`src/verilog/anpg_pkg.sv`:
```
// package: offsets, field positions, reset values for the negotiation page registers
package anpg_pkg;
	// ---------------------------------------------------------------
	// register indices (byte address = index * 4)
	// ---------------------------------------------------------------
	localparam logic [3:0]  IDX_PARTNER_BASE = 4'h5;
	localparam logic [3:0]  IDX_EXPANSION = 4'h6;
	localparam logic [3:0]  IDX_NP_TX     = 4'h7;
	localparam logic [3:0]  IDX_PARTNER_NP = 4'h8;
	localparam logic [3:0]  IDX_GIG_CTRL  = 4'h9;
	localparam logic [3:0]  IDX_IRQ_STAT  = 4'hA;
	localparam logic [3:0]  IDX_IRQ_MASK  = 4'hB;
	localparam int          ADDR_LSB      = 2;
	localparam int          ADDR_MSB      = 5;
	// ---------------------------------------------------------------
	// expansion register fields
	// ---------------------------------------------------------------
	localparam int          EXP_PD_FAULT  = 4;
	localparam int          EXP_PARTNER_NP = 3;
	localparam int          EXP_LOC_NP    = 2;
	localparam int          EXP_PAGE_RX   = 1;
	localparam int          EXP_PARTNER_AN = 0;
	// ---------------------------------------------------------------
	// next page word fields
	// ---------------------------------------------------------------
	localparam int          NP_TOGGLE     = 11;
	localparam logic [15:0] NP_TX_WMASK   = 16'hB7FF;
	localparam logic [15:0] NP_TX_RESET   = 16'h2001;
	localparam logic [15:0] PARTNER_BASE_MASK = 16'hEFFF;
	// ---------------------------------------------------------------
	// gigabit control fields
	// ---------------------------------------------------------------
	localparam int          GC_TM_MSB     = 15;
	localparam int          GC_TM_LSB     = 13;
	localparam int          GC_MANUAL     = 12;
	localparam int          GC_MASTER     = 11;
	localparam int          GC_PORT_TYPE  = 10;
	localparam int          GC_FULL_DUP   = 9;
	localparam int          GC_HALF_DUP   = 8;
	localparam logic [15:0] GC_RESET      = 16'h0400;
	// edges after reset release before the synced straps are valid
	localparam logic [1:0]  STRAP_WAIT    = 2'h2;
	// ---------------------------------------------------------------
	// interrupt status bits
	// ---------------------------------------------------------------
	localparam int          IRQ_BASE      = 0;
	localparam int          IRQ_NP        = 1;
	localparam int          IRQ_PD_FAULT  = 2;
	localparam int          IRQ_W         = 3;
	localparam logic [IRQ_W-1:0] IRQ_MASK_RESET = 3'h0;
	// ---------------------------------------------------------------
	// transmitter test mode codes
	// ---------------------------------------------------------------
	typedef enum logic [2:0] {
		TM_NORMAL   = 3'b000,
		TM_WAVEFORM = 3'b001,
		TM_JIT_MAST = 3'b010,
		TM_JIT_SLV  = 3'b011,
		TM_DISTORT  = 3'b100
	} anpg_test_mode_t;
endpackage : anpg_pkg

```
`src/verilog/anpg_page_capture.sv`:
```
// page capture: loads a received page word as a whole on its strobe
`timescale 1ns/100ps
`default_nettype none
module anpg_page_capture (
	input  wire logic        clk,
	input  wire logic        rst,
	input  wire logic        load,
	input  wire logic [15:0] data,
	input  wire logic [15:0] keep_mask,
	output logic      [15:0] q
);
	import anpg_pkg::*;
	logic [15:0] word_r;
	logic [15:0] word_nxt;

	// whole word in one edge, never a partial page
	always_comb begin
		word_nxt = word_r;
		if (load) begin
			word_nxt = data & keep_mask;
		end
	end

	always_ff @(posedge clk) begin
		if (rst) begin
			word_r <= 16'h0000;
		end else begin
			word_r <= word_nxt;
		end
	end

	assign q = word_r;
endmodule : anpg_page_capture
`default_nettype wire

```
`src/verilog/anpg_regs.sv`:
```
// top: negotiation page and gigabit control register bank behind APB
`timescale 1ns/100ps
`default_nettype none
// Summary of operation
// - partner base page shown read-only, reset zero
// - parallel detection fault latches high until read
// - page received flag, latching, cleared on read
// - partner next-page and negotiation capability bits
// - local next-page capable reads one; reserved zero
// - writable next page word, code resets one
// - toggle bit inverts previous codeword toggle
// - partner next page shown read-only, reset zero
// - control bits 15:13 pick transmitter test mode
// - manual master/slave forcing via bits 12, 11
// - bit 10 declares multi- or single-port device
// - gigabit duplex abilities reset from strap pins
module anpg_regs (
	input  wire logic                   CLK,
	input  wire logic                   RST,
	input  wire logic                   PSEL,
	input  wire logic                   PENABLE,
	input  wire logic                   PWRITE,
	input  wire logic [7:0]             PADDR,
	input  wire logic [31:0]            PWDATA,
	output logic      [31:0]            PRDATA,
	output logic                        PREADY,
	output logic                        PSLVERR,
	output logic                        IRQ,
	input  wire logic                   LINK_PARTNER_BASE_VALID,
	input  wire logic [15:0]            LINK_PARTNER_BASE_WORD,
	input  wire logic                   LINK_PARTNER_NP_VALID,
	input  wire logic [15:0]            LINK_PARTNER_NP_WORD,
	input  wire logic                   LINK_PARTNER_AN_ABLE,
	input  wire logic                   PD_FAULT,
	input  wire logic                   TX_NP_SENT,
	input  wire logic                   STRAP_FULL_DUPLEX,
	input  wire logic                   STRAP_HALF_DUPLEX,
	output logic      [15:0]            NP_TX_WORD,
	output anpg_pkg::anpg_test_mode_t   TEST_MODE,
	output logic                        MS_MANUAL,
	output logic                        MS_MASTER,
	output logic                        MULTI_PORT,
	output logic                        ADV_FULL_DUPLEX,
	output logic                        ADV_HALF_DUPLEX
);
	import anpg_pkg::*;

	// ---------------------------------------------------------------
	// pin synchronisers
	// ---------------------------------------------------------------
	logic [39:0] sync1_r;
	logic [39:0] sync2_r;
	logic [39:0] sync_nxt;

	always_comb begin
		sync_nxt = {LINK_PARTNER_BASE_VALID, LINK_PARTNER_NP_VALID, LINK_PARTNER_AN_ABLE,
			PD_FAULT, TX_NP_SENT, STRAP_FULL_DUPLEX, STRAP_HALF_DUPLEX, 1'b0,
			LINK_PARTNER_BASE_WORD, LINK_PARTNER_NP_WORD};
	end

	// words are qualified by the synced valid edge, so they settle first
	always_ff @(posedge CLK) begin
		if (RST) begin
			sync1_r <= 40'h00_0000_0000;
			sync2_r <= 40'h00_0000_0000;
		end else begin
			sync1_r <= sync_nxt;
			sync2_r <= sync1_r;
		end
	end

	logic        base_v_s;
	logic        np_v_s;
	logic        an_able_s;
	logic        pd_s;
	logic        sent_s;
	logic        strap_fd_s;
	logic        strap_hd_s;
	logic [15:0] base_w_s;
	logic [15:0] np_w_s;

	always_comb begin
		base_v_s   = sync2_r[39];
		np_v_s     = sync2_r[38];
		an_able_s  = sync2_r[37];
		pd_s       = sync2_r[36];
		sent_s     = sync2_r[35];
		strap_fd_s = sync2_r[34];
		strap_hd_s = sync2_r[33];
		base_w_s   = sync2_r[31:16];
		np_w_s     = sync2_r[15:0];
	end

	// ---------------------------------------------------------------
	// edge detect of synced strobes
	// ---------------------------------------------------------------
	logic [2:0] prev_r;
	logic [2:0] prev_nxt;
	logic       base_ev;
	logic       np_ev;
	logic       sent_ev;

	always_comb begin
		prev_nxt = {base_v_s, np_v_s, sent_s};
		base_ev  = base_v_s & ~prev_r[2];
		np_ev    = np_v_s & ~prev_r[1];
		sent_ev  = sent_s & ~prev_r[0];
	end

	always_ff @(posedge CLK) begin
		if (RST) begin
			prev_r <= 3'h0;
		end else begin
			prev_r <= prev_nxt;
		end
	end

	// ---------------------------------------------------------------
	// partner page holding words
	// ---------------------------------------------------------------
	logic [15:0] base_page_q;
	logic [15:0] next_page_q;

	anpg_page_capture u_base (
		.clk       (CLK),
		.rst       (RST),
		.load      (base_ev),
		.data      (base_w_s),
		.keep_mask (PARTNER_BASE_MASK),
		.q         (base_page_q)
	);

	anpg_page_capture u_np (
		.clk       (CLK),
		.rst       (RST),
		.load      (np_ev),
		.data      (np_w_s),
		.keep_mask (16'hFFFF),
		.q         (next_page_q)
	);

	// ---------------------------------------------------------------
	// apb decode
	// ---------------------------------------------------------------
	function automatic logic [3:0] reg_index(input logic [7:0] a);
		reg_index = a[ADDR_MSB:ADDR_LSB];
	endfunction : reg_index

	function automatic logic mapped(input logic [7:0] a);
		mapped = (a[1:0] == 2'h0) && (a[7:6] == 2'h0)
			&& (reg_index(a) >= IDX_PARTNER_BASE) && (reg_index(a) <= IDX_IRQ_MASK);
	endfunction : mapped

	logic setup;
	logic wr_acc;
	logic rd_acc;
	logic [3:0] idx;

	// answer one cycle after setup: pready registered in setup cycle
	always_comb begin
		setup  = PSEL & ~PENABLE;
		idx    = reg_index(PADDR);
		wr_acc = PSEL & PENABLE & PREADY & PWRITE & mapped(PADDR);
		rd_acc = PSEL & PENABLE & PREADY & ~PWRITE & mapped(PADDR);
	end

	// ---------------------------------------------------------------
	// register state
	// ---------------------------------------------------------------
	logic [15:0]      np_tx_r;
	logic [15:0]      np_tx_nxt;
	logic [15:0]      gc_r;
	logic [15:0]      gc_nxt;
	logic             pd_latch_r;
	logic             pd_latch_nxt;
	logic             page_rx_r;
	logic             page_rx_nxt;
	logic             np_able_r;
	logic             np_able_nxt;
	logic             toggle_r;
	logic             toggle_nxt;
	logic [1:0]       strap_cnt_r;
	logic [1:0]       strap_cnt_nxt;
	logic [IRQ_W-1:0] ist_r;
	logic [IRQ_W-1:0] ist_nxt;
	logic [IRQ_W-1:0] imask_r;
	logic [IRQ_W-1:0] imask_nxt;
	logic [15:0]      exp_word;

	always_comb begin
		exp_word = 16'h0000;
		exp_word[EXP_PD_FAULT] = pd_latch_r;
		exp_word[EXP_PARTNER_NP] = np_able_r;
		exp_word[EXP_LOC_NP]   = 1'b1;
		exp_word[EXP_PAGE_RX]  = page_rx_r;
		exp_word[EXP_PARTNER_AN] = an_able_s;
	end

	always_comb begin
		np_tx_nxt      = np_tx_r;
		gc_nxt         = gc_r;
		toggle_nxt     = toggle_r;
		strap_cnt_nxt  = strap_cnt_r;
		imask_nxt      = imask_r;
		np_able_nxt    = np_able_r;
		// strap taken once the synchroniser is full; before that it holds reset zeros
		if (strap_cnt_r <= STRAP_WAIT) begin
			strap_cnt_nxt = strap_cnt_r + 2'h1;
		end
		if (strap_cnt_r == STRAP_WAIT) begin
			gc_nxt[GC_FULL_DUP] = strap_fd_s;
			gc_nxt[GC_HALF_DUP] = strap_hd_s;
		end
		if (base_ev) begin
			np_able_nxt = base_w_s[15];
		end
		// next sent codeword carries the opposite toggle
		if (sent_ev) begin
			toggle_nxt = ~np_tx_r[NP_TOGGLE];
		end
		np_tx_nxt[NP_TOGGLE] = toggle_nxt;
		if (wr_acc && idx == IDX_NP_TX) begin
			np_tx_nxt = (PWDATA[15:0] & NP_TX_WMASK) | (np_tx_r & ~NP_TX_WMASK);
			np_tx_nxt[NP_TOGGLE] = toggle_nxt;
		end
		// full field written, including undefined test codes
		if (wr_acc && idx == IDX_GIG_CTRL) begin
			gc_nxt = PWDATA[15:0];
		end
		if (wr_acc && idx == IDX_IRQ_MASK) begin
			imask_nxt = PWDATA[IRQ_W-1:0];
		end
	end

	// latched flags: a new event wins over the clearing read
	always_comb begin
		pd_latch_nxt = pd_latch_r;
		page_rx_nxt  = page_rx_r;
		// clear only what the read returned: a flag set at the setup edge survives
		if (rd_acc && idx == IDX_EXPANSION) begin
			pd_latch_nxt = pd_latch_r & ~PRDATA[EXP_PD_FAULT];
			page_rx_nxt  = page_rx_r & ~PRDATA[EXP_PAGE_RX];
		end
		if (pd_s) begin
			pd_latch_nxt = 1'b1;
		end
		if (base_ev || np_ev) begin
			page_rx_nxt = 1'b1;
		end
		ist_nxt = ist_r;
		if (wr_acc && idx == IDX_IRQ_STAT) begin
			ist_nxt = ist_r & ~PWDATA[IRQ_W-1:0];
		end
		if (base_ev) begin
			ist_nxt[IRQ_BASE] = 1'b1;
		end
		if (np_ev) begin
			ist_nxt[IRQ_NP] = 1'b1;
		end
		if (pd_s) begin
			ist_nxt[IRQ_PD_FAULT] = 1'b1;
		end
	end

	always_ff @(posedge CLK) begin
		if (RST) begin
			np_tx_r      <= NP_TX_RESET;
			gc_r         <= GC_RESET;
			pd_latch_r   <= 1'b0;
			page_rx_r    <= 1'b0;
			np_able_r    <= 1'b0;
			toggle_r     <= 1'b0;
			strap_cnt_r  <= 2'h0;
			ist_r        <= {IRQ_W{1'b0}};
			imask_r      <= IRQ_MASK_RESET;
		end else begin
			np_tx_r      <= np_tx_nxt;
			gc_r         <= gc_nxt;
			pd_latch_r   <= pd_latch_nxt;
			page_rx_r    <= page_rx_nxt;
			np_able_r    <= np_able_nxt;
			toggle_r     <= toggle_nxt;
			strap_cnt_r  <= strap_cnt_nxt;
			ist_r        <= ist_nxt;
			imask_r      <= imask_nxt;
		end
	end

	// ---------------------------------------------------------------
	// bus answer and outputs
	// ---------------------------------------------------------------
	logic [31:0]     rdata_nxt;
	logic            ready_nxt;
	logic            err_nxt;
	logic            irq_nxt;
	anpg_test_mode_t tm_nxt;

	always_comb begin
		rdata_nxt = 32'h0000_0000;
		ready_nxt = setup;
		err_nxt   = setup & ~mapped(PADDR);
		if (setup && !PWRITE && mapped(PADDR)) begin
			unique case (idx)
				IDX_PARTNER_BASE: rdata_nxt[15:0] = base_page_q;
				IDX_EXPANSION: rdata_nxt[15:0] = exp_word;
				IDX_NP_TX:     rdata_nxt[15:0] = np_tx_r;
				IDX_PARTNER_NP: rdata_nxt[15:0] = next_page_q;
				IDX_GIG_CTRL:  rdata_nxt[15:0] = gc_r;
				IDX_IRQ_STAT:  rdata_nxt[IRQ_W-1:0] = ist_r;
				IDX_IRQ_MASK:  rdata_nxt[IRQ_W-1:0] = imask_r;
				default:       rdata_nxt = 32'h0000_0000;
			endcase
		end
		irq_nxt = |(ist_nxt & imask_nxt);
		tm_nxt  = anpg_test_mode_t'(gc_nxt[GC_TM_MSB:GC_TM_LSB]);
	end

	always_ff @(posedge CLK) begin
		if (RST) begin
			PRDATA          <= 32'h0000_0000;
			PREADY          <= 1'b0;
			PSLVERR         <= 1'b0;
			IRQ             <= 1'b0;
			NP_TX_WORD      <= NP_TX_RESET;
			TEST_MODE       <= TM_NORMAL;
			MS_MANUAL       <= 1'b0;
			MS_MASTER       <= 1'b0;
			MULTI_PORT      <= 1'b1;
			ADV_FULL_DUPLEX <= 1'b0;
			ADV_HALF_DUPLEX <= 1'b0;
		end else begin
			PRDATA          <= rdata_nxt;
			PREADY          <= ready_nxt;
			PSLVERR         <= err_nxt;
			IRQ             <= irq_nxt;
			NP_TX_WORD      <= np_tx_nxt;
			TEST_MODE       <= tm_nxt;
			MS_MANUAL       <= gc_nxt[GC_MANUAL];
			MS_MASTER       <= gc_nxt[GC_MANUAL] & gc_nxt[GC_MASTER];
			MULTI_PORT      <= gc_nxt[GC_PORT_TYPE];
			ADV_FULL_DUPLEX <= gc_nxt[GC_FULL_DUP];
			ADV_HALF_DUPLEX <= gc_nxt[GC_HALF_DUP];
		end
	end
endmodule : anpg_regs
`default_nettype wire
```
`config.mk`:
```
export PLATFORM = sky130hd
export DESIGN_NAME = anpg_regs
export DESIGN_NICKNAME = d
export VERILOG_FILES = /design/src/verilog/anpg_pkg.sv /design/src/verilog/anpg_page_capture.sv /design/src/verilog/anpg_regs.sv
export SDC_FILE = /design/constraint.sdc
export NUM_CORES = 1
export LEC_CHECK = 0
export ABC_AREA = 1
export BUFFER_PORTS_ARGS = -buffer_cell sky130_fd_sc_hd__clkbuf_2
export CORE_UTILIZATION = 40
export CTS_CLUSTER_DIAMETER = 200
export DETAILED_ROUTE_END_ITERATION = 16
export PLACE_DENSITY_LB_ADDON = 0.05
export SYNTH_ARGS = -nofsm -noshare
export SYNTH_HDL_FRONTEND = slang
export SYNTH_SLANG_ARGS = --single-unit
```
`constraint.sdc`:
```
create_clock -name CLK -period 4.05 [get_ports CLK]
set_clock_uncertainty 0.2 [all_clocks]
set_input_delay 0.81 -clock CLK [delete_from_list [all_inputs] [get_ports CLK]]
set_output_delay 0.81 -clock CLK [all_outputs]
set_load 0.005 [all_outputs]
```
== Word-level counts from Yosys, hierarchy flattened ==
Index checks and enable logic that the tools add are counted.

* Multiply operators: 0
* Equality and inequality tests: 8
* Mux-type cells: 14
* $add $sub $neg: 1
* Reduce and logical (&&, ||, !) cells: 18
* Shift operators: 0
* Order comparisons: 3
* Div/mod/pow operators: 0
* Bitwise gates (word level): 28

{| class="wikitable"
|+ Operators by type and width
! operator !! number
|-
| 13-bit case mux with 5 select lines || 1
|-
| 3-bit case mux with 7 select lines || 1
|-
| 4-bit == test (second input constant) || 4
|-
| 16-bit two-way mux || 1
|-
| 16-bit by 15-bit bitwise OR with 16-bit output || 1
|-
| 1-bit AND || 14
|-
| 4-bit by 3-bit == test with 1-bit output (second input constant) || 3
|-
| 1-bit logical AND || 10
|-
| 1-bit inverter || 10
|-
| 1-bit two-way mux || 8
|-
| 3-bit AND || 2
|-
| 3-bit two-way mux || 2
|-
| 4-bit by 3-bit >= comparator with 1-bit output (second input constant) || 1
|-
| 4-bit less-or-equal comparator (second input constant) || 1
|-
| 2-bit zero test || 2
|-
| 2-bit nonzero test || 2
|-
| 3-bit inverter || 1
|-
| 3-bit OR reduction || 1
|-
| 2-bit by 1-bit adder with 2-bit output (second input constant) || 1
|-
| 2-bit == test (second input constant) || 1
|-
| 2-bit less-or-equal comparator (second input constant) || 1
|-
| 2-bit two-way mux || 1
|-
| 2-bit OR reduction || 1
|-
| 1-bit zero test || 1
|-
| 1-bit logical OR || 1
|}

* Output and inout bits: 59
* ROM bits: 0
* Word-level logic and storage cells: 100
* Latch bits: 0
* Register bits after elaboration: 201
* Memories: 0
* Bits in writable memories: 0
* Input port bits: 84

== Longest topological paths before layout ==
Gate-level depths: netlist of the first run.

* Word-level depth: 10
* Mapped depth: 10
* Mapped depth without buffers: 10

== By module ==
A second synthesis of the first run with hierarchy kept.

* Cell total of the unflattened synthesis: 772
* Area total of the unflattened synthesis: 6277.3 µm²

{| class="wikitable"
|+ By module, submodules not included
! module !! cells an instance !! seq. area each (µm²) !! instances !! area each (µm²)
|-
| anpg_regs || 634 || 2862.7 || 1 || 5126.2
|-
| anpg_page_capture || 69 || 320.3 || 2 || 575.6
|}

== Least setup slack after synthesis of the first run ==
OpenSTA, ideal clock, no wires.

* Kind: input -> register
* From: input PADDR[2]
* To: register gc_r[13]
* Data required time: 3.734 ns
* Arrival: 1.794 ns
* Slack: 1.940 ns
* Path buffers: 1
* Setup time: 0.116 ns
* Cell stages on the path: 10
* Cell sequence: inv_1 -> nand2_1 -> nand2_2 -> a21oi_4 -> nand2_4 -> nor2_8 -> inv_2 -> buf_6 -> nor2_2 -> nor2_1

* Word-level cells in the longest chain between the ends: 6
* Elaborated cells on any way between the ends: 8
* Classes of those cells: 2 x order compare; 1 x eq/ne; 1 x mux; 1 x bitwise; 3 x reduce/logical

{| class="wikitable"
|+ Ends and longest elaborated chain
! what !! RTL line !! source
|-
| start: declaration || anpg_regs.sv:23 || <nowiki>input wire logic [7:0] PADDR,</nowiki>
|-
| 4-bit by 3-bit >= comparator with 1-bit output || anpg_regs.sv:151 || <nowiki>&& (reg_index(a) >= IDX_PARTNER_BASE) && (reg_index(a) <= IDX_IRQ_MASK);</nowiki>
|-
| 1-bit logical AND (2 in a row) || anpg_regs.sv:151 ||
|-
| 1-bit AND || anpg_regs.sv:163 || <nowiki>wr_acc = PSEL & PENABLE & PREADY & PWRITE & mapped(PADDR);</nowiki>
|-
| 1-bit logical AND * || anpg_regs.sv:227 || <nowiki>if (wr_acc && idx == IDX_GIG_CTRL) begin</nowiki>
|-
| 16-bit two-way mux * || anpg_regs.sv:227 ||
|-
| end signal: assignment || anpg_regs.sv:278 || <nowiki>gc_r <= gc_nxt;</nowiki>
|-
| end: declaration || anpg_regs.sv:172 || <nowiki>logic [15:0] gc_r;</nowiki>
|}

Mark *: on every way between the ends. The rest lies on a longest branch, timed or not.
A chain may end at the register's enable or synchronous reset.

== Worst setup path in the final report of the first run ==
* From: input PADDR[5]
* To: register PRDATA[11]

* Word-level cells in the longest chain between the ends: 6
* Elaborated cells on any way between the ends: 13
* Classes of those cells: 2 x order compare; 5 x eq/ne; 1 x mux; 1 x bitwise; 4 x reduce/logical

{| class="wikitable"
|+ Ends and longest elaborated chain
! what !! RTL line !! source
|-
| 4-bit by 3-bit >= comparator with 1-bit output || anpg_regs.sv:151 ||
|-
| 1-bit logical AND (2 in a row) || anpg_regs.sv:151 ||
|-
| 1-bit logical AND || anpg_regs.sv:302 || <nowiki>if (setup && !PWRITE && mapped(PADDR)) begin</nowiki>
|-
| 1-bit inverter (no source line) || - ||
|-
| 2-bit OR reduction (no source line) || - ||
|-
| end signal: assignment || anpg_regs.sv:332 || <nowiki>PRDATA <= rdata_nxt;</nowiki>
|-
| end: declaration || anpg_regs.sv:25 || <nowiki>output logic [31:0] PRDATA,</nowiki>
|}

Parallel ways exist; a longest one is shown, timed or not.

==> qor_table.md, run 1 <==
| Metric | Reported |
|:---|:---|
| Largest family of logic cells by synthesized area | simple AND/OR/NAND/NOR gates |
| Routed wire length | 14210 um |
| Synthesis warning total | 0 |
| Source-to-sink clock delay at the later pin of the worst-skew pair | 0.42 ns |
| Area occupied by multi-input gates | 0.001968 mm^2 |
| Cells after synthesis | 771 |
| Global-route wire length before repair | 23150 um |
| Antenna violations before repair | 0 |
| Top-count cell post-synth | sky130_fd_sc_hd__nor2_1 |
| Startpoint kind of the worst setup timing path | input pin |
| Area added between synthesis and finish | 18.77% |
| Distinct cell type count after synthesis | 31 |
| Antenna diode count | 0 |
| CTS Root Buffer Type | sky130_fd_sc_hd__clkbuf_16 |
| Worst hold stages | 2 |
| Synth Area in Compound Gates | 10.90% |
| Clock-pin slew on the worst setup and hold paths | 0.07 ns |
| Number of global-route vias before repair | 4593 |
| Max-slew headroom at the worst pin | 46.43% |
| Leakage dissipation | 3.534 nW |
| Busiest metal layer after global routing | met2 |
| Highest attainable clock frequency | 0.4008 GHz |
| Simple-Gate Fraction of Synth Area | 19.81% |
| Result of the run | finished clean |
| # DRC | 0 |
| Effective utilization at floorplan | 41.49% |
| Post-synth design cell area | 0.006121 mm^2 |
| Layout cells sized above 1 | 19.09% |
| Remaining global-route overflow | 0 |
| Final number of max-transition violations | 0 |
| Worst Max-Slew Pin Slew | 0.7986 ns |
| Total net switching power | 0.0008203 W |
| Clock network power share | 45.3% |
| Setup repair after global routing missed its margin | false |
| H-tree depth | 4 |
| Count of endpoints failing hold in the final timing report | 0 |
| Die width | 125.7 um |
| Mux contribution to synthesized area | 0% |
| Number of nets in the layout | 953 |
| CTS tree | done |
| Combinational share of power | 4.9% |
| Total of max-cap violations | 0 |
| Share of the yosys chip area belonging to registers | 55.93% |
| Final setup violation count | 0 |
| 1st-iter DRT viols | 300 |
| Start point of the worst hold path | sync1_r[35]$_SDFF_PP0_ |
| Worst reg-to-reg setup slack | 1.60 ns |
| CTS sink cnt | 171 |
| M1 GR Usage | 25.10% |
| Met3 capacity usage during global routing | 4.248% |
| Cell depth of the worst flop-to-flop path | 5 |
| Post-Synth XOR/XNOR Area | 0% |
| Total Neg Setup Slack | 0 ns |
| Maximum buffer depth of the clock tree | 2 |
| Power per cell area | 487.6 mW/mm^2 |
| Biggest fanout along the worst timing path | 13 |
| Mean instance size in the synthesized netlist | 7.939 um^2 |
| Main flop type after synthesis | sky130_fd_sc_hd__dfxtp_1 |
| Capturing element type of the critical path | flop |
| TritonCTS Buffers | 17 |
| Arr. time, crit path | 2.60 ns |
| Adder-cell area share of the yosys netlist | 0.4088% |
| Final Util | 49.27% |
| PostCTS Resize Cnt | 0 |
| # IOs | 143 |
| Total track usage | 19.04% |
| FF-to-FF Start | sync2_r[38]$_SDFF_PP0_ |
| Average wire per cell in the routed design | 13.36 um |
| Master of the slowest instance on the critical path | sky130_fd_sc_hd__nand4_1 |
| Die height | 125.7 um |
| Final period util | 61.61% |
| Critical path data required time | 4.16 ns |
| Maximum single-stage delay on the critical path | 0.68 ns |
| Buf/Inv on CP | 1 |
| Count of fill cells added during filler insertion | 1481 |
| Overall via count from detail_route | 4928 |
| Pint | 0.002724 W |
| Final estimated routing congestion in global placement | 0.7915 |
| Post-CTS Setup Bufs | 0 |
| Endpoint with the worst hold slack | sync2_r[35]$_SDFF_PP0_ |
| Core region area | 0.01475 mm^2 |
| Switching portion of total power | 23.14% |
| CP cell instances | clkbuf_2, nor2_4, nand2_2, a21oi_4, nand4_1, a21oi_1 |
| Post-DP HPWL | 9900 um |
| Shortest clock period the worst path allows after layout | 2.495 ns |
| Biggest area contributors in the synthesized netlist | sky130_fd_sc_hd__dfxtp_1 56%, sky130_fd_sc_hd__nor2_1 12%, sky130_fd_sc_hd__inv_1 7.6%, sky130_fd_sc_hd__o21ai_0 5.1%, sky130_fd_sc_hd__nand2_1 4.4% |
| Flip-flop and latch area | 0.003423 mm^2 |
| IO Port Bufs | 108 |
| Part of the power in registers | 49.8% |
| Number of antenna-violating nets in the routed design | 0 |
| Worst hold path class | reg -> reg |
| Maximum vdd ir drop | 0.3018 mV |
| Category of cells accounting for the largest share of critical-path delay | simple AND/OR/NAND/NOR gates |
| Flip-flop and latch count after synthesis | 171 |
| Reg-to-Reg End | u_np.q[3]$_SDFFE_PP0P_ |
| # hold bufs at CTS | 0 |
| Die Outline Area | 0.01580 mm^2 |
| Yosys top cell by area | sky130_fd_sc_hd__dfxtp_1 |
| Worst setup path category | in -> reg |
| Asr flop ratio synth | 0% |
| Pin count of the biggest net entering global routing | 60 |
| GR Layer Usage met2 | 30.42% |
| EDFF count, synth | 0 |
| First-pass iteration count of the detailed router | 5 |
| Avg Vias per Cell | 4.632 |
| FP Rows | 44 |
| Area share of the largest cell type after synthesis | 55.93% |
| Commonest cells in the synthesized netlist | 191 x sky130_fd_sc_hd__nor2_1, 171 x sky130_fd_sc_hd__dfxtp_1, 124 x sky130_fd_sc_hd__inv_1 |
==> stage by stage <==
step                      std cells  total power (W)  setup slack, ns  instance area, um^2  hold WS, ns
after floorplan                 787         0.001914            1.940                 6181       0.1883
after global placement         1032         0.001971            1.144                 6676       0.1900
after detailed placement       1032         0.001976            1.139                 6676       0.1920
after CTS                      1064         0.003585            1.576                 7269       0.2018
after global routing           1064         0.003683            1.343                 7269       0.2166
final                          1064         0.003544            1.555                 7269       0.2002
==> flip-flops by register name (all words and copies together), names as in the netlist, 2 cells and up <==
name,cells
NP_TX_WORD,14
PRDATA,16
gc_r,16
imask_r,3
ist_r,3
prev_r,3
strap_cnt_r,2
sync1_r,38
sync2_r,38
u_base.q,14
u_np.q,16
==> power groups by stage <==
stage	Combinational (W)	Clock [W]	Sequential, W
after global routing	0.000202	0.00171	0.00177
final	0.000174	0.00161	0.00176
after floorplan	0.000121	0	0.00179
after CTS	0.000176	0.00165	0.00176
after global placement	0.000171	0	0.00180
after detailed placement	0.000175	0	0.00180
==> routing by layer <==
| layer | routed length (um) | share of wire, % |
|---|---|---|
| met4 | 200 | 1.4 |
| met3 | 701 | 4.9 |
| met5 | 0 | 0 |
| met1 | 6845 | 48 |
| met2 | 6463 | 45 |
==> layout make-up <==
| cell class | instances | area share, % |
|---|---|---|
| clock buffers | 17 | 5.852 |
| inverters | 131 | 6.764 |
| repair buffers | 111 | 7.745 |
| clock inverters | 15 | 2.306 |
| flip-flops and latches | 171 | 47.09 |
| well taps | 184 | 3.167 |
| multi-input cells | 435 | 27.07 |
==> kinds of logic after synthesis <==
family / count (synthesis)
compound gates: 120
fa+ha+maj: 2
buf+inv: 181
flops: 171
other cells: 1
simple gates: 296
==> worst min-delay path, stage by stage (launching register included) <==
cell and delay [ns]:
sky130_fd_sc_hd__dfxtp_1 0.30, sky130_fd_sc_hd__inv_1 0.04, sky130_fd_sc_hd__nor2_1 0.03
==> layout by cell type (no fill, tap or decap), types with 4 or more instances in the layout <==
cell type / n
sky130_fd_sc_hd__clkbuf_2: 107
sky130_fd_sc_hd__o21ai_1: 8
sky130_fd_sc_hd__o21ai_0: 62
sky130_fd_sc_hd__inv_1: 124
sky130_fd_sc_hd__nor2_1: 191
sky130_fd_sc_hd__a31oi_1: 4
sky130_fd_sc_hd__nand2_1: 71
sky130_fd_sc_hd__clkbuf_16: 17
sky130_fd_sc_hd__a221oi_1: 5
sky130_fd_sc_hd__nor2_2: 11
sky130_fd_sc_hd__clkinv_4: 4
sky130_fd_sc_hd__nand4_1: 6
sky130_fd_sc_hd__conb_1: 17
sky130_fd_sc_hd__nand3_1: 9
sky130_fd_sc_hd__dfxtp_1: 171
sky130_fd_sc_hd__inv_2: 5
sky130_fd_sc_hd__a21oi_1: 31
==> worst max-delay path by stage <==
stage / from / slack [ns] / depth (start not counted) / to
after floorplan: PADDR[2] / 1.94 / 10 / gc_r[13]$_SDFFE_PP0P_
after global placement: PADDR[5] / 1.14 / 6 / PRDATA[11]$_SDFF_PP0_
after detailed placement: PADDR[5] / 1.14 / 6 / PRDATA[11]$_SDFF_PP0_
after CTS: PADDR[5] / 1.58 / 6 / PRDATA[11]$_SDFF_PP0_
after global routing: sync2_r[39]$_SDFF_PP0_ / 1.34 / 5 / np_able_r$_SDFFE_PP0P_
final: PADDR[5] / 1.55 / 6 / PRDATA[11]$_SDFF_PP0_
Power figures use the tool's default switching activity.
==> run 2, diff against run 1 <==
==> constraint.sdc (replaced) <==
create_clock -name CLK -period 2.05 [get_ports CLK]
set_clock_uncertainty 0.2 [all_clocks]
set_input_delay 0.41 -clock CLK [delete_from_list [all_inputs] [get_ports CLK]]
set_output_delay 0.41 -clock CLK [all_outputs]
set_load 0.005 [all_outputs]
==> run 2 against run 1 <==
Worst hold slack lost 0.19 ns. Die area did not move. Routed wire length grew 2.6%. Final area is 7.0% higher. Sequential share of layout area decreased by 3.1 points. Worst setup slack got worse by 1.2 ns. Clock power increased by 81%. Register-to-register slack lost 1.2 ns. Via count is 1.9% higher. Largest cell class unchanged. Highest routed layer unchanged.
==> qor_table.md, run 2 (synthesized netlist as in run 1, its figures left out) <==
| Metric | Reported | Delta |
|:---|:---|:---|
| Avg Vias per Cell | 4.482 | -3.2% |
| Maximum vdd ir drop | 0.5831 mV | +93% |
| Final estimated routing congestion in global placement | 0.8376 | +5.8% |
| Average wire per cell in the routed design | 13.01 um | -2.6% |
| Count of endpoints failing hold in the final timing report | 0 | unchanged |
| PostCTS Resize Cnt | 0 | unchanged |
| Leakage dissipation | 3.778 nW | +6.9% |
| Number of antenna-violating nets in the routed design | 0 | unchanged |
| Maximum buffer depth of the clock tree | 2 | unchanged |
| Worst hold path class | in -> reg |  |
| Die Outline Area | 0.01580 mm^2 | unchanged |
| CTS sink cnt | 171 | unchanged |
| Startpoint kind of the worst setup timing path | flop |  |
| Area added between synthesis and finish | 27.09% |  |
| Cell depth of the worst flop-to-flop path | 8 | +3 |
| Power per cell area | 876.5 mW/mm^2 | +80% |
| Arr. time, crit path | 1.82 ns | -0.78 ns |
| Setup repair after global routing missed its margin | false |  |
| FF-to-FF Start | PREADY$_SDFF_PP0_ |  |
| H-tree depth | 4 | unchanged |
| Total track usage | 19.44% | +0.40 points |
| Clock network power share | 42.7% | -2.6 points |
| Top library cells by usage in the layout, fill and taps aside | 191 x sky130_fd_sc_hd__nor2_1, 171 x sky130_fd_sc_hd__dfxtp_1, 124 x sky130_fd_sc_hd__inv_1 |  |
| Worst reg-to-reg setup slack | 0.35 ns | -1.25 ns |
| Final number of max-transition violations | 0 | unchanged |
| TritonCTS Buffers | 17 | unchanged |
| Worst hold stages | 3 | +1 |
| Post-DP HPWL | 10350 um | +4.5% |
| IO Port Bufs | 108 | unchanged |
| Setup WS pre-CTS | 0.1406 ns | -0.9988 ns |
| Reg-to-Reg End | MS_MASTER$_SDFF_PP0_ |  |
| # IOs | 143 | unchanged |
| Registers with the most flip-flops | sync1_r x38, sync2_r x38 |  |
| Instance count on the critical path | 8 | +2 |
| Endpoint with the worst hold slack | sync1_r[33]$_SDFF_PP0_ |  |
| Layout cells sized above 1 | 19.87% | +0.78 points |
| Remaining global-route overflow | 0 | unchanged |
| # hold bufs at CTS | 37 | +37 |
| Die height | 125.7 um | unchanged |
| Capturing element type of the critical path | flop |  |
| Number of global-route vias before repair | 4669 | +1.7% |
| 1st-iter DRT viols | 258 | -14% |
| Total net switching power | 0.001558 W | +90% |
| CTS tree | done |  |
| Die width | 125.7 um | unchanged |
| Total of max-cap violations | 0 | unchanged |
| Worst path setup slack after routing | 0.3539 ns | -1.201 ns |
| Final period util | 82.74% |  |
| Cell with the most instances on the worst path | sky130_fd_sc_hd__nand3_1 |  |
| Clock-pin slew on the worst setup and hold paths | 0.06 ns | about the same |
| CTS Root Buffer Type | sky130_fd_sc_hd__clkbuf_16 |  |
| Post-CTS Setup Bufs | 0 | unchanged |
| Pint | 0.005260 W | +93% |
| Overall via count from detail_route | 5020 | +1.9% |
| Core region area | 0.01475 mm^2 | unchanged |
| Buf/Inv on CP | 1 | unchanged |
| Total Neg Setup Slack | 0 ns | unchanged |
| Category of cells accounting for the largest share of critical-path delay | simple AND/OR/NAND/NOR gates |  |
| Routed wire length | 14580 um | +2.6% |
| Pin count of the biggest net entering global routing | 71 | +18% |
| Part of the power in registers | 51.1% | +1.3 points |
| Effective utilization at floorplan | 41.49% | unchanged |
| Commonest non-fill, non-tap cell in the layout | sky130_fd_sc_hd__nor2_1 |  |
| # DRC | 0 | unchanged |
| Combinational share of power | 6.2% | +1.3 points |
| Antenna diode count | 0 | unchanged |
| Master of the slowest instance on the critical path | sky130_fd_sc_hd__dfxtp_1 |  |
| Critical path data required time | 2.17 ns | -1.99 ns |
| Final setup violation count | 0 | unchanged |
| Result of the run | finished clean |  |
| Antenna violations before repair | 0 | unchanged |
| Source-to-sink clock delay at the later pin of the worst-skew pair | 0.43 ns | about the same |
| Shortest clock period the worst path allows after layout | 1.696 ns |  |
| Highest attainable clock frequency | 0.5896 GHz |  |
| FP Rows | 44 | unchanged |
| Switching portion of total power | 22.85% | -0.29 points |
| Maximum single-stage delay on the critical path | 0.33 ns | -0.35 ns |
| Biggest fanout along the worst timing path | 12 | -1 |
| Start point of the worst hold path | STRAP_HALF_DUPLEX |  |
| Global-route wire length before repair | 23690 um | +2.4% |
| First-pass iteration count of the detailed router | 7 | +2 |
| Number of nets in the layout | 1011 | +6.1% |
| Worst setup path category | reg -> reg |  |
| CP cell instances | nand3_1, nor2_2, nand2_4, nor2_8, buf_4, nand2_1, nand3_1, nor2_1 |  |
## run 2: cell types whose count changed in the layout (fill, tap and decap cells not counted), sizes merged, moves of 2 or more
cell         before  now
dlygate4sd3       0   37
buf               4   25
clkbuf          124  128
inv             133  130
bufinv            2    0
clkinv            8    6
## run 2: worst max path at each step
stage | startpoint | to
finish | PREADY$_SDFF_PP0_ | MS_MASTER$_SDFF_PP0_
global placement | PADDR[5] | MS_MASTER$_SDFF_PP0_
detailed placement | PADDR[5] | MS_MASTER$_SDFF_PP0_
global route | PREADY$_SDFF_PP0_ | IRQ$_SDFF_PP0_
CTS | PREADY$_SDFF_PP0_ | MS_MASTER$_SDFF_PP0_
floorplan | PADDR[2] | gc_r[13]$_SDFFE_PP0P_
## run 2: tightest hold or removal path, stage by stage
cell	delay [ns]
sky130_fd_sc_hd__clkbuf_2	0.08
sky130_fd_sc_hd__inv_1	0.06
sky130_fd_sc_hd__nor2_1	0.04
## run 2: layer usage
metal / share of wire [%] / vias up / track usage, % / wire, um
li1: - / 2616 / - / -
met2: 46 / 150 / 31.24 / 6716
met5: 0 / - / 0 / 0
met3: 5.5 / 14 / 4.163 / 800
met1: 47 / 2240 / 25.93 / 6907
met4: 1.0 / 0 / 6.456 / 150
## run 2: stage by stage
step           hold WS (ns)  power, W  cell area [um^2]  utilization, %  cells
2_1_floorplan        0.1883  0.003781              6181               -    787
3_3_place_gp         0.1908  0.003916              6872           46.57   1053
3_5_place_dp         0.1924  0.003926              6872           46.57   1053
4_1_cts             0.01244  0.006871              7779           52.72   1120
5_1_grt            0.008017  0.007077              7779           52.72   1120
6_report            0.01171  0.006818              7779           52.72   1120
## run 2: cell type report
type                            instances  area, um^2
Tap cell                              184       230.2
Multi-Input combinational cell        435        1968
Fill cell                            1420        6975
Inverter                              131       491.7
Clock inverter                          9       66.31
Sequential cell                       171        3423
Timing Repair Buffer                  169        1129
Clock buffer                           21       470.5
## run 2: power groups by stage
| stage | clock network [W] | logic (W) | registers, W |
|---|---|---|---|
| after detailed placement | 0 | 0.000368 | 0.00356 |
| final | 0.00291 | 0.000420 | 0.00348 |
| after global placement | 0 | 0.000360 | 0.00356 |
| after global routing | 0.00310 | 0.000480 | 0.00349 |
| after CTS | 0.00296 | 0.000425 | 0.00348 |
| after floorplan | 0 | 0.000238 | 0.00354 |
==> run 3, diff against run 2 <==
==> constraint.sdc (replaced) <==
create_clock -name CLK -period 1.6 [get_ports CLK]
set_clock_uncertainty 0.2 [all_clocks]
set_input_delay 0.32 -clock CLK [delete_from_list [all_inputs] [get_ports CLK]]
set_output_delay 0.32 -clock CLK [all_outputs]
set_load 0.005 [all_outputs]
==> run 3 against run 2 <==
First-iteration DRC count is 26% higher. Largest cell class unchanged. Critical path depth decreased by 7. Routed wire length is 0.96% higher. Global-route usage up 0.48 points. Largest power group unchanged. Clock power grew 53%. Total power grew 40%. Die area is the same. Critical path type is now reg -> out. Flip-flop and latch count is the same. Combinational power up 39%.
==> qor_table.md, run 3 (synthesized netlist as in run 1, its figures left out) <==
| Metric | Reported | Delta |
|:---|:---|:---|
| Die Outline Area | 0.01580 mm^2 | unchanged |
| Capturing element type of the critical path | output port |  |
| Shortest clock period the worst path allows after layout | 1.506 ns |  |
| Startpoint kind of the worst setup timing path | flop |  |
| Routed wire length | 14720 um | +0.96% |
| Avg Vias per Cell | 4.545 | +1.4% |
| Layout cells sized above 1 | 20.81% | +0.94 points |
| Endpoint with the worst hold slack | gc_r[11]$_SDFF_PP0_ |  |
| Die height | 125.7 um | unchanged |
| Total Neg Setup Slack | 0 ns | unchanged |
| Number of global-route vias before repair | 5004 | +7.2% |
| Worst reg-to-reg setup slack | 0.10 ns | -0.25 ns |
| Start point of the worst hold path | PWDATA[11] |  |
| Final Total Pwr | 0.009517 W | +40% |
| Registers with the most flip-flops | sync1_r x38, sync2_r x38 |  |
| Count of endpoints failing hold in the final timing report | 0 | unchanged |
| CP cell instances | clkbuf_2 |  |
| Cell area after placement | 0.006982 mm^2 | +1.6% |
| Commonest non-fill, non-tap cell in the layout | sky130_fd_sc_hd__nor2_1 |  |
| Source-to-sink clock delay at the later pin of the worst-skew pair | 0.42 ns | about the same |
| Core region area | 0.01475 mm^2 | unchanged |
| Average wire per cell in the routed design | 12.85 um | -1.2% |
| 1st-iter DRT viols | 325 | +26% |
| Die width | 125.7 um | unchanged |
| Effective utilization at floorplan | 41.49% | unchanged |
| # IOs | 143 | unchanged |
| Global-route wire length before repair | 24590 um | +3.8% |
| Total track usage | 19.92% | +0.48 points |
| Cell depth of the worst flop-to-flop path | 8 | unchanged |
| Category of cells accounting for the largest share of critical-path delay | flip-flops |  |
| Highest attainable clock frequency | 0.6641 GHz |  |
| Maximum vdd ir drop | 0.7520 mV | +29% |
| Buf/Inv on CP | 1 | unchanged |
| Final number of max-transition violations | 0 | unchanged |
| Remaining global-route overflow | 0 | unchanged |
| Final setup violation count | 0 | unchanged |
| Result of the run | finished clean |  |
| Reg-to-Reg End | IRQ$_SDFF_PP0_ |  |
| Worst hold stages | 5 | +2 |
| Setup WS pre-CTS | -0.2102 ns | -0.3507 ns |
| CTS Root Buffer Type | sky130_fd_sc_hd__clkbuf_16 |  |
| Antenna diode count | 0 | unchanged |
| FF-to-FF Start | PREADY$_SDFF_PP0_ |  |
| Count of fill cells added during filler insertion | 1405 | -1.1% |
| Total of max-cap violations | 0 | unchanged |
| Final period util | 94.11% |  |
| # DRC | 0 | unchanged |
| Pin count of the biggest net entering global routing | 84 | +18% |
| Leakage dissipation | 3.936 nW | +4.2% |
| Number of nets in the layout | 1035 | +2.4% |
| Setup repair after global routing missed its margin | true |  |
| FP Rows | 44 | unchanged |
| Maximum buffer depth of the clock tree | 2 | unchanged |
| Power per cell area | 1165 mW/mm^2 | +33% |
| Critical path data required time | 1.08 ns | -1.09 ns |
| Master of the slowest instance on the critical path | sky130_fd_sc_hd__dfxtp_1 |  |
| Final estimated routing congestion in global placement | 0.8524 | +1.8% |
| CTS tree | done |  |
| Number of antenna-violating nets in the routed design | 0 | unchanged |
| Arr. time, crit path | 0.99 ns | -0.83 ns |
| CTS sink cnt | 171 | unchanged |
| Clock-pin slew on the worst setup and hold paths | 0.06 ns | about the same |
| H-tree depth | 4 | unchanged |
| Worst path setup slack after routing | 0.09417 ns | -0.2597 ns |
| First-pass iteration count of the detailed router | 5 | -2 |
| Biggest fanout along the worst timing path | 3 | -9 |
| TritonCTS Buffers | 17 | unchanged |
| Maximum single-stage delay on the critical path | 0.42 ns | +0.09 ns |
| Final instance area | 0.008168 mm^2 | +5.0% |
| Overall via count from detail_route | 5204 | +3.7% |
| Worst hold path class | in -> reg |  |
| Post-DP HPWL | 10470 um | +1.2% |
| Area added between synthesis and finish | 33.44% |  |
| Antenna violations before repair | 0 | unchanged |
| IO Port Bufs | 108 | unchanged |
| Worst setup path category | reg -> out |  |
| Top library cells by usage in the layout, fill and taps aside | 190 x sky130_fd_sc_hd__nor2_1, 170 x sky130_fd_sc_hd__dfxtp_1, 123 x sky130_fd_sc_hd__inv_1 |  |
## run 3: how the worst max path moves through the flow
stage,start,end,slack [ns],cells past startpoint
2_1_floorplan,PADDR[5],gc_r[8]$_SDFFE_PP0P_,-0.01,9
3_3_place_gp,PADDR[4],MS_MASTER$_SDFF_PP0_,-0.18,11
3_5_place_dp,PADDR[4],PRDATA[3]$_SDFF_PP0_,-0.21,8
4_1_cts,PREADY$_SDFF_PP0_,MS_MASTER$_SDFF_PP0_,0.007,8
5_1_grt,PREADY$_SDFF_PP0_,IRQ$_SDFF_PP0_,-0.05,8
6_report,NP_TX_WORD[4]$_SDFFE_PP0P_,NP_TX_WORD[4],0.09,1
## run 3: layout make-up
type                    count  area, um^2  share of cell area, %
flip-flops and latches    171        3425                  41.93
multi-input cells         435        1988                  24.34
repair buffers            193        1373                  16.80
inverters                 131       501.7                  6.143
clock buffers              21       460.4                  5.637
well taps                 184       230.2                  2.819
clock inverters            10       190.2                  2.328
## run 3: per-layer routing
layer | GRT usage [%] | up-vias | wire [um]
li1 | - | 2673 | -
met1 | 25.71 | 2371 | 7116
met2 | 32.78 | 147 | 6740
met3 | 4.248 | 13 | 683
met4 | 7.317 | 0 | 174
met5 | 0 | - | 0
## run 3: power by group
part	total (W)	switching [W]	internal, W
Combinational	0.000585	0.000307	0.000278
Clock	0.00446	0.00161	0.00285
Sequential	0.00447	0.0000589	0.00441
## run 3: stage by stage
step                hold WS, ns  cells  util (%)
global route            0.06924   1145     55.36
detailed placement       0.1928   1063     47.32
floorplan                0.1883    787         -
global placement         0.1915   1063     47.32
CTS                     0.04125   1145     55.19
finish                  0.06056   1145     55.36
## run 3: timing repair
item | CTS | global route
endpoints found under the hold margin | 62 | 0
resized for setup | 0 | 6
buffers inserted | 0 | 0
hold buffers | 51 | 0
endpoints found under the setup margin | 0 | 34
